<file path="config.mk">
export PLATFORM = sky130hd
export DESIGN_NAME = tps_tx_status
export DESIGN_NICKNAME = d
export VERILOG_FILES = /design/src/core/tps_pkg.sv /design/src/core/tps_tx_status.sv
export VERILOG_INCLUDE_DIRS = /design/src /design/src/core
export SDC_FILE = /design/constraint.sdc
export NUM_CORES = 1
export LEC_CHECK = 0
export BUFFER_PORTS_ARGS = -buffer_cell sky130_fd_sc_hd__buf_2
export CORE_UTILIZATION = 45
export DETAILED_ROUTE_END_ITERATION = 10
export GPL_TIMING_DRIVEN = 0
export PLACE_DENSITY = 0.85
export SLEW_MARGIN = 0
export SYNTH_ARGS = -nofsm -noshare
export SYNTH_HDL_FRONTEND = slang
export SYNTH_SLANG_ARGS = --single-unit
</file>
<file path="constraint.sdc">
create_clock -name clk -period 3.1 [get_ports clk]
set_input_delay 0.155 -clock clk [delete_from_list [all_inputs] [get_ports clk]]
set_output_delay 0.155 -clock clk [all_outputs]
set_load 0.005 [all_outputs]
</file>
<file path="src/core/tps_defines.svh">
`ifndef TPS_DEFINES_SVH
`define TPS_DEFINES_SVH
// Register byte offsets
`define TPS_OFF_CTRL 12'h240
`define TPS_OFF_STAT 12'h244
`define TPS_OFF_FLAGS 12'h248
`define TPS_OFF_ENA 12'h24C
`define TPS_OFF_CFG 12'h250
// Control register fields
`define TPS_CTRL_FLUSH 16
`define TPS_CTRL_RETRY 7:0
`define TPS_RETRY_MAX_RST 8'hFF
// Configuration register fields
`define TPS_CFG_FLUSH_EN 0
// Event flag positions
`define TPS_FLG_ASY 27
`define TPS_FLG_LOST 26
`define TPS_FLG_RCVD 25
`define TPS_FLG_ISO 24
`define TPS_FLG_FLSH0 23
`define TPS_FLG_IMPL 32'h0F800000
// First quadlet fields
`define TPS_Q_NODE 21:16
`define TPS_Q_PACKET_IDENTIFIER 15:8
`define TPS_Q_TCODE 7:4
// Acknowledge and packet codes
`define TPS_ACK_COMPLETE 4'h1
`define TPS_ACK_PENDING 4'h2
`define TPS_ACK_BUSY_X 4'h4
`define TPS_ACK_BUSY_A 4'h5
`define TPS_ACK_BUSY_B 4'h6
`define TPS_TCODE_STREAM 4'hA
`define TPS_NODE_BROADCAST 6'h3F
// Sizes
`define TPS_ACK_DEPTH 7
`define TPS_ACK_DEPTH_MAX 7
`define TPS_VID_MAX_PATHS 2
`endif

</file>
<file path="src/core/tps_pkg.sv">
package tps_pkg;
    typedef struct packed {
        logic [11:0] address;
        logic read;
        logic write;
        logic [31:0] writedata;
        logic [3:0] byteenable;
    } tps_avs_req_t;

    typedef struct packed {
        logic ack_valid;
        logic [3:0] ack_code;
        logic ack_pop;
        logic pkt_done;
        logic [31:0] pkt_quadlet;
        logic retry;
        logic async_bad_tcode;
        logic iso_bad_tcode;
        logic iso_len_err;
        logic buf0_err;
        logic [7:0] vid_a_sel;
        logic [7:0] vid_b_sel;
    } tps_engine_t;

    typedef struct packed {
        logic waitreq;
        logic [31:0] rdata;
        logic irq;
        logic flush0;
        logic vid_err;
        logic ack_err;
        logic [3:0] ack_code;
        logic [5:0] node;
        logic [7:0] pkt_id;
        logic [3:0] tcode;
        logic [2:0] ack_cnt;
        logic [31:0] flags;
        logic [31:0] ena;
        logic [7:0] retry_max;
        logic [7:0] retry_cnt;
        logic flush_en;
    } tps_state_t;
endpackage : tps_pkg

</file>
<file path="src/core/tps_tx_status.sv">
// Design decision made here: register access over Avalon-MM.
`timescale 1ns/1ns
`include "tps_defines.svh"
module tps_tx_status #(
    parameter int ACK_DEPTH = `TPS_ACK_DEPTH
) (
    // Clock and reset
    input wire logic clk,
    input wire logic reset,
    // Avalon-MM slave
    input wire tps_pkg::tps_avs_req_t avs_req,
    output logic [31:0] avs_readdata,
    output logic avs_waitrequest,
    // Transmit engine
    input wire tps_pkg::tps_engine_t eng,
    output logic buf0_flush,
    // Interrupt
    output logic irq
);

    generate
        if (ACK_DEPTH < 1 || ACK_DEPTH > `TPS_ACK_DEPTH_MAX) begin : g_bad_depth
            $error("ACK_DEPTH must lie between 1 and 7");
        end
    endgenerate

    localparam logic [2:0] DEPTH = 3'(ACK_DEPTH);

    tps_pkg::tps_state_t state_reg;
    tps_pkg::tps_state_t state_next;

    logic acc;
    logic rd_flags;
    logic wr_ctrl;
    logic wr_ena;
    logic wr_cfg;
    logic wr_flags;
    logic ack_flush;
    logic vid_cond;
    logic is_stream;
    logic int_ack;
    logic push;
    logic overrun;
    logic give_up;
    logic [3:0] push_code;
    logic [31:0] bmask;
    logic [31:0] sets;
    logic [31:0] clr;

    function automatic logic is_ack_error(input logic [3:0] code);
        is_ack_error = !(code == `TPS_ACK_COMPLETE || code == `TPS_ACK_PENDING
            || code == `TPS_ACK_BUSY_X || code == `TPS_ACK_BUSY_A
            || code == `TPS_ACK_BUSY_B);
    endfunction : is_ack_error

    function automatic logic [3:0] pop_count(input logic [7:0] v);
        logic [3:0] c;
        c = 4'h0;
        for (int i = 0; i < 8; i++) begin
            c = c + {3'h0, v[i]};
        end
        pop_count = c;
    endfunction : pop_count

    function automatic logic [31:0] byte_mask(input logic [3:0] be);
        byte_mask = {{8{be[3]}}, {8{be[2]}}, {8{be[1]}}, {8{be[0]}}};
    endfunction : byte_mask

    // Reserved bits are constant zero in every word
    function automatic logic [31:0] read_word(input logic [11:0] a,
                                              input tps_pkg::tps_state_t s);
        read_word = 32'h0;
        case (a)
            `TPS_OFF_CTRL: read_word = {24'h0, s.retry_max};
            `TPS_OFF_STAT: read_word = {2'h0, s.vid_err, s.ack_err, s.ack_code, 2'h0,
                s.node, s.pkt_id, s.tcode, 1'h0, s.ack_cnt};
            `TPS_OFF_FLAGS: read_word = s.flags & `TPS_FLG_IMPL;
            `TPS_OFF_ENA: read_word = s.ena & `TPS_FLG_IMPL;
            `TPS_OFF_CFG: read_word = {31'h0, s.flush_en};
            default: read_word = 32'h0;
        endcase
    endfunction : read_word

    always_comb begin
        state_next = state_reg;
        acc = (avs_req.read | avs_req.write) & ~state_reg.waitreq;
        bmask = byte_mask(avs_req.byteenable);
        rd_flags = acc & avs_req.read & (avs_req.address == `TPS_OFF_FLAGS);
        wr_ctrl = acc & avs_req.write & (avs_req.address == `TPS_OFF_CTRL);
        wr_ena = acc & avs_req.write & (avs_req.address == `TPS_OFF_ENA);
        wr_cfg = acc & avs_req.write & (avs_req.address == `TPS_OFF_CFG);
        wr_flags = acc & avs_req.write & (avs_req.address == `TPS_OFF_FLAGS);

        // One wait cycle, then the answer for exactly one cycle
        state_next.waitreq = ~((avs_req.read | avs_req.write) & state_reg.waitreq);
        if (avs_req.read && state_reg.waitreq) begin
            state_next.rdata = read_word(avs_req.address, state_reg);
        end

        if (wr_ctrl && avs_req.byteenable[0]) begin
            state_next.retry_max = avs_req.writedata[`TPS_CTRL_RETRY];
        end
        // Flush bit is never stored, so it reads back zero
        ack_flush = wr_ctrl & avs_req.byteenable[2]
            & avs_req.writedata[`TPS_CTRL_FLUSH];
        if (wr_ena) begin
            state_next.ena = ((state_reg.ena & ~bmask) | (avs_req.writedata & bmask))
                & `TPS_FLG_IMPL;
        end
        if (wr_cfg && avs_req.byteenable[0]) begin
            state_next.flush_en = avs_req.writedata[`TPS_CFG_FLUSH_EN];
        end

        vid_cond = (|(eng.vid_a_sel & eng.vid_b_sel))
            || (pop_count(eng.vid_a_sel | eng.vid_b_sel) > 4'(`TPS_VID_MAX_PATHS));
        state_next.vid_err = vid_cond;

        is_stream = (eng.pkt_quadlet[`TPS_Q_TCODE] == `TPS_TCODE_STREAM)
            || (eng.pkt_quadlet[`TPS_Q_NODE] == `TPS_NODE_BROADCAST);
        int_ack = eng.pkt_done & is_stream & ~eng.ack_valid;
        push = eng.ack_valid | int_ack;
        push_code = eng.ack_valid ? eng.ack_code : `TPS_ACK_COMPLETE;
        if (push) begin
            state_next.ack_code = push_code;
            state_next.ack_err = is_ack_error(push_code);
        end
        if (eng.pkt_done) begin
            state_next.node = eng.pkt_quadlet[`TPS_Q_NODE];
            state_next.pkt_id = eng.pkt_quadlet[`TPS_Q_PACKET_IDENTIFIER];
            state_next.tcode = eng.pkt_quadlet[`TPS_Q_TCODE];
        end

        // Entry count; a pop on an empty FIFO is ignored
        overrun = push & ~eng.ack_pop & (state_reg.ack_cnt == DEPTH);
        if (ack_flush) begin
            state_next.ack_cnt = 3'h0;
        end else if (push && !eng.ack_pop && state_reg.ack_cnt != DEPTH) begin
            state_next.ack_cnt = state_reg.ack_cnt + 3'h1;
        end else if (!push && eng.ack_pop && state_reg.ack_cnt != 3'h0) begin
            state_next.ack_cnt = state_reg.ack_cnt - 3'h1;
        end

        give_up = eng.retry & (state_reg.retry_cnt == state_reg.retry_max);
        if (eng.pkt_done) begin
            state_next.retry_cnt = 8'h00;
        end else if (eng.retry && !give_up) begin
            state_next.retry_cnt = state_reg.retry_cnt + 8'h01;
        end

        state_next.flush0 = eng.buf0_err & state_reg.flush_en;

        sets = 32'h0;
        sets[`TPS_FLG_ASY] = (push & is_ack_error(push_code)) | give_up
            | eng.async_bad_tcode;
        sets[`TPS_FLG_LOST] = overrun;
        sets[`TPS_FLG_RCVD] = push;
        sets[`TPS_FLG_ISO] = eng.iso_bad_tcode | eng.iso_len_err;
        sets[`TPS_FLG_FLSH0] = eng.buf0_err & state_reg.flush_en;

        // A read clears only bits already reported, a write the bits written with one; new events win
        clr = 32'h0;
        if (rd_flags) begin
            clr = state_reg.rdata;
        end
        if (wr_flags) begin
            clr = clr | (avs_req.writedata & bmask);
        end
        state_next.flags = ((state_reg.flags & ~clr) | sets) & `TPS_FLG_IMPL;
        state_next.irq = |(state_next.flags & state_next.ena);
    end

    always_ff @(posedge clk) begin
        if (reset) begin
            state_reg <= '0;
            state_reg.waitreq <= 1'b1;
            state_reg.retry_max <= `TPS_RETRY_MAX_RST;
        end else begin
            state_reg <= state_next;
        end
    end

    assign avs_readdata = state_reg.rdata;
    assign avs_waitrequest = state_reg.waitreq;
    assign buf0_flush = state_reg.flush0;
    assign irq = state_reg.irq;
endmodule : tps_tx_status

</file>
* After elaboration in Yosys (flattened, before gate mapping) *
Index checks and enable logic that the tools add are counted.

storage, ports and cells
  word-level logic and storage cells = 111
  bits in read-only memories = 0
  bits in latches = 0
  flip-flop bits (word level) = 114
  bits in writable memories = 0
  output and inout bits = 35
  memories = 0

operators by class
  eq/ne operators = 15
  reductions and logical operators = 24
  magnitude comparators = 1
  shift-type cells = 0
  add/sub/neg operators = 10
  bitwise operators = 38
  $mul = 0
  mux-type cells = 7
  divide/modulo/power cells = 0

operators by type and width
  cell                                              number
  one-hot mux 30 bit (5 select lines)               1
  bitwise AND 28 bit                                3
  OR 28 bit                                         3
  == test 12 x 10 -> 1 bit (second input constant)  5
  two-way mux 28 bit                                2
  inverter 28 bit                                   2
  bitwise AND 28 x 32 -> 32 bit                     1
  two-way mux 32 bit                                1
  OR reduction 32 bit                               1
  bitwise AND 1 bit                                 18
  adder 4 x 1 -> 4 bit                              4
  == test 4 x 3 -> 1 bit (second input constant)    3
  adder 8 x 1 -> 8 bit (second input constant)      1
  bitwise AND 8 bit                                 1
  == test 8 bit                                     1
  logical AND 1 bit                                 8
  OR 8 bit                                          1
  OR reduction 8 bit                                1
  == test 6 bit (second input constant)             1
  logical OR 1 bit                                  6
  two-way mux 3 bit                                 2
  OR 1 bit                                          5
  adder 3 x 1 -> 4 bit                              1
  == test 4 x 1 -> 1 bit (second input constant)    1
  15 further kinds                                  22

* Depth between registers and ports, before layout *
  word-level depth = 13
  mapped depth = 12
  gate-level depth less buffers = 12

* Worst setup path before layout *
No wires, ideal clock.

  path kind = input to register
  start point = input port eng[0] (netlist bit)
  end point = register state_reg[107] (netlist bit)
  stages on the path = 12
  setup time = 131 ps
  arrival time = 3,229 ps
  path slack = -260 ps
  required time = 2,969 ps
  path through = or2_2 fa_1 fa_1 inv_1 fa_1 inv_1 ha_1 fa_1 a22oi_1 nand3_1 a221oi_1 a21oi_1

between the ends
  cells in the longest elaborated chain, start to end = 10
  elaborated cells between the ends (all ways) = 12

ends and longest elaborated chain
  element                                 RTL line              RTL
  from (decl)                             tps_tx_status.sv:15   input wire tps_pkg::tps_engine_t eng,
  OR 8 bit                                tps_tx_status.sv:115  || (pop_count(eng.vid_a_sel | eng.vid_b_sel) > 4'(`TPS_VID_MAX_PATHS));
  adder 1 x 1 -> 2 bit                    tps_tx_status.sv:60   c = c + {3'h0, v[i]};
  adder 2 x 1 -> 3 bit                    tps_tx_status.sv:60
  adder 3 x 1 -> 4 bit                    tps_tx_status.sv:60
  adder 4 x 1 -> 4 bit (4 in series)      tps_tx_status.sv:60
  greater-than comparator 4 x 2 -> 1 bit  tps_tx_status.sv:115
  logical OR 1 bit (*)                    tps_tx_status.sv:114  vid_cond = (|(eng.vid_a_sel & eng.vid_b_sel))
  to (signal assigned)                    tps_tx_status.sv:178  state_reg <= state_next;
  to (decl)                               tps_tx_status.sv:29   tps_pkg::tps_state_t state_reg;

Mark *: on every way between the ends. The rest lies on a longest branch, timed or not.
A chain may end at the register's enable or synchronous reset.

* Worst setup path after layout *
  start point = input port eng[3] (netlist bit)
  end point = register state_reg[107] (netlist bit)

between the ends
  cells in the longest elaborated chain, start to end = 8
  elaborated cells between the ends (all ways) = 10

ends and longest elaborated chain
  element                                 RTL line
  OR 8 bit                                tps_tx_status.sv:115
  adder 3 x 1 -> 4 bit                    tps_tx_status.sv:60
  adder 4 x 1 -> 4 bit (4 in series)      tps_tx_status.sv:60
  greater-than comparator 4 x 2 -> 1 bit  tps_tx_status.sv:115
  logical OR 1 bit (*)                    tps_tx_status.sv:114

Marks and branches as above.

==> flow_metrics.tcl <==
set metrics [dict create \
    postSynthCellCount 456 \
    fillerInstances 825 \
    critPathArrivalTime_ns 3.32 \
    rsz0062_at_grt "true" \
    status "finished with violations" \
    hold_violations 0 \
    holdPathStages 3 \
    crit_required_ns 3.31 \
    dieWidth_um 99.1 \
    vias 3815 \
    top_level_ports 147 \
    synth_area_mm2 0.00425 \
    min_to "state_reg[13]$_SDFFE_PP1P_" \
    worst-r2r-setup-slack_ns 0.93 \
    grt_pass1_vias 3776 \
    coreArea_mm2 0.00920 \
    finalSetupViolCount 1 \
    synth_area_per_cell_um2 9.31 \
    clkSinkCount 86 \
    fin_crit_sh_pct 100 \
    hold_path.class "primary input to register" \
    instances_no_fill 693 \
    met3_length_um 823 \
    worst_slew_pin_slew_ns 0.766 \
    fin_crit_ns 3.11 \
    cp_slowest_cell "fa_1" \
    dp_slack_ns -0.399 \
    die_y_um 99.1 \
    drt-initial-drc-count 210 \
    maxSlewViolCount 0 \
    place_inst 677 \
    synth_edf_count 0 \
    irDropWorstVdd_mv 0.251 \
    ys.flop_type "dfxtp_1" \
    clk_pin_slew_ns 0.08 \
    cp_top_family "adder cells" \
    yosysWarnings 0 \
    timing.rr.end "irq$_SDFF_PP0_" \
    cp_common_cell "fa_1" \
    rows 35 \
    intPower_mw 1.65 \
    area_growth_pct 21.4 \
    reg2reg_from "avs_waitrequest$_SDFF_PP1_" \
    grt_antenna_before_repair 0 \
    clkPwrFrac_pct 33.7 \
    most-common-layout-cells "110 x buf_2, 86 x dfxtp_1, 72 x nor2_1, 36 x mux2i_1, 34 x buf_4" \
    fin_total_pwr_mw 2.24 \
    p_switching_uw 583 \
    cts_tree "built" \
    grt.total_usage_pct 23.2 \
    drc 0 \
    dpl.hpwl_um 8370 \
    ys_seq_area_share_pct 40.6 \
    die_area_mm2 0.00983 \
    clk_latency_ns 0.35 \
    comb_power_share_pct 14.7 \
    clockBufferDepth 2 \
    start_util_pct 46.2 \
    worst-path-max-fanout 2 \
    viasPerCell 5.51 \
    final_common_cell "buf_2" \
    antenna_cells 0 \
    largest_reg_flops 54 \
    layout_setup_ws_ns -0.0131 \
    wl_per_cell_um 15.9 \
    postPlaceCellArea_mm2 0.00495 \
    grt_pass1_wl_um 17900 \
    fin_area_mm2 0.00515 \
    place.gp.congestion 0.893 \
    crit_path_end_kind "register" \
    clock.fmax_mhz 321 \
    drive_above_1_share_pct 33.2 \
    synth_cell_type_count 53 \
    path_class "primary input to register" \
    wl_met2_um 5240 \
    postCtsSetupRepairBufs 0 \
    relSlewSlack_pct 48.9 \
    wl_met1_um 4650 \
    p_leak_nw 2.24 \
    ys_seq_elements 86 \
    cp-start-kind "primary input" \
    final_antenna_net_count 0 \
    path_cells "buf_6 -> or2_4 -> fa_1 -> fa_1 -> inv_1 -> fa_1 -> inv_1 -> ha_2 -> fa_1 -> a22oi_2 -> nand3_1 -> a221oi_2 -> a21oi_1" \
    async_flop_share_pct 0 \
    r2r_cells 6 \
    drt_wl_total_um 11000 \
    first_pass_iters 4 \
    fin_skew_ns 0.0105 \
    io_buffers 108 \
    hold_start "avs_req[8]" \
    cts_hold_buf 0 \
    top_layer_used "met4" \
    power_density_mw_per_mm2 434 \
    path_buf_inv 3 \
    swShare_pct 26.1 \
    max_cap_viol_count 0 \
    grt_max_degree 14 \
    htree_levels 3 \
    grt_overflow 0 \
    nNetsFinal 698 \
    crit_path_max_incr_delay_ns 0.51 \
    p_seq_share_pct 51.6 \
    violations "negative setup slack" \
    numCtsBuffers 9 \
    cts_root_buf "clkbuf_8" \
]
-- Yosys cell counts (4+ instances only) --
master    number  area share (%)
clkbuf_1      13             1.1
nand2_1       21             1.9
or2_2          7             1.0
dfxtp_1       86              41
buf_2          5            0.59
buf_4         34             6.0
buf_1          5            0.44
inv_1          7            0.62
a22oi_1       31             5.5
nor3_1         9             1.1
xor2_1         6             1.2
o31a_1         4            0.83
and3_1         4            0.59
nand4_1       10             1.5
o21ai_0        9             1.1
nand3_1        4            0.47
nor2_1        72             6.4
fa_1           5             2.4
xnor2_1       10             2.1
a21oi_1       19             2.2
mux2_2        12             3.2
mux2i_1       36             8.5
a32oi_1        5             1.0
ha_1           4             1.2
-- power groups by stage --
| stage | clock network [mW] | registers [mW] | logic (mW) |
|---|---|---|---|
| after floorplan | 0 | 1.17 | 0.194 |
| after global placement | 0 | 1.18 | 0.301 |
| after detailed placement | 0 | 1.18 | 0.315 |
| after CTS | 0.758 | 1.15 | 0.323 |
| after global routing | 0.807 | 1.16 | 0.364 |
| final | 0.754 | 1.15 | 0.328 |
-- final cells by class --
type	count	area, um^2	area share [%]
clock inverters	4	47.5	0.922
flip-flops and latches	86	1720	33.4
well taps	111	139	2.69
inverters	7	26.3	0.510
clock buffers	12	135	2.62
repair buffers	108	559	10.8
multi-input cells	308	2180	42.3
plain buffers	57	348	6.75
-- worst max-delay path by stage --
stage | from | to | slack [ns] | depth (start not counted)
6_report | eng[3] | state_reg[107]$_SDFF_PP0_ | -0.01 | 13
5_1_grt | eng[3] | state_reg[107]$_SDFF_PP0_ | -0.14 | 13
4_1_cts | eng[3] | state_reg[107]$_SDFF_PP0_ | -0.04 | 13
3_5_place_dp | eng[0] | state_reg[107]$_SDFF_PP0_ | -0.40 | 13
3_3_place_gp | eng[0] | state_reg[107]$_SDFF_PP0_ | -0.28 | 13
2_1_floorplan | eng[0] | state_reg[107]$_SDFF_PP0_ | -0.03 | 12
-- worst reg2reg max path, delay by kind of cell, from the launching register on --
family,cells,cell delay [ns]
compound gates,2,0.37
mux,1,0.36
simple gates,3,0.92
flops,1,0.40
-- cells by family (layout without fill, tap and decap cells) --
family	count (synthesis)	after routing	synth area share (%)
multiplexers	48	48	11.7
other	1	3	0.0883
adder cells (fa/ha/maj)	9	9	3.54
AO/OA/AOI/OAI	83	83	13.6
AND/OR/NAND/NOR	149	149	18.4
XOR/XNOR	16	16	3.30
buffers and inverters	64	188	8.81
flip-flops	86	86	40.6
-- through the flow --
step           TNS, ns  util [%]  hold WS, ns
2_1_floorplan  -0.0297         -        0.271
3_3_place_gp    -0.277      53.8        0.374
3_5_place_dp    -0.399      53.8        0.379
4_1_cts        -0.0385      56.0       0.0159
5_1_grt         -0.141      56.1       0.0134
6_report       -0.0131      56.1       0.0189
-- what timing repair did --
item,4_1_cts,5_1_grt
cloned,0,0
resized for setup,4,1
setup endpoints to repair,1,1
pin swaps,1,0
-- per-layer routing --
| metal | GRT usage (%) | up-vias |
|---|---|---|
| li1 | - | 1820 |
| met1 | 28.1 | 1798 |
| met2 | 40.0 | 169 |
| met3 | 4.64 | 28 |
| met4 | 10.6 | 0 |
| met5 | 0 | - |
(Power assumes the default switching activity.)
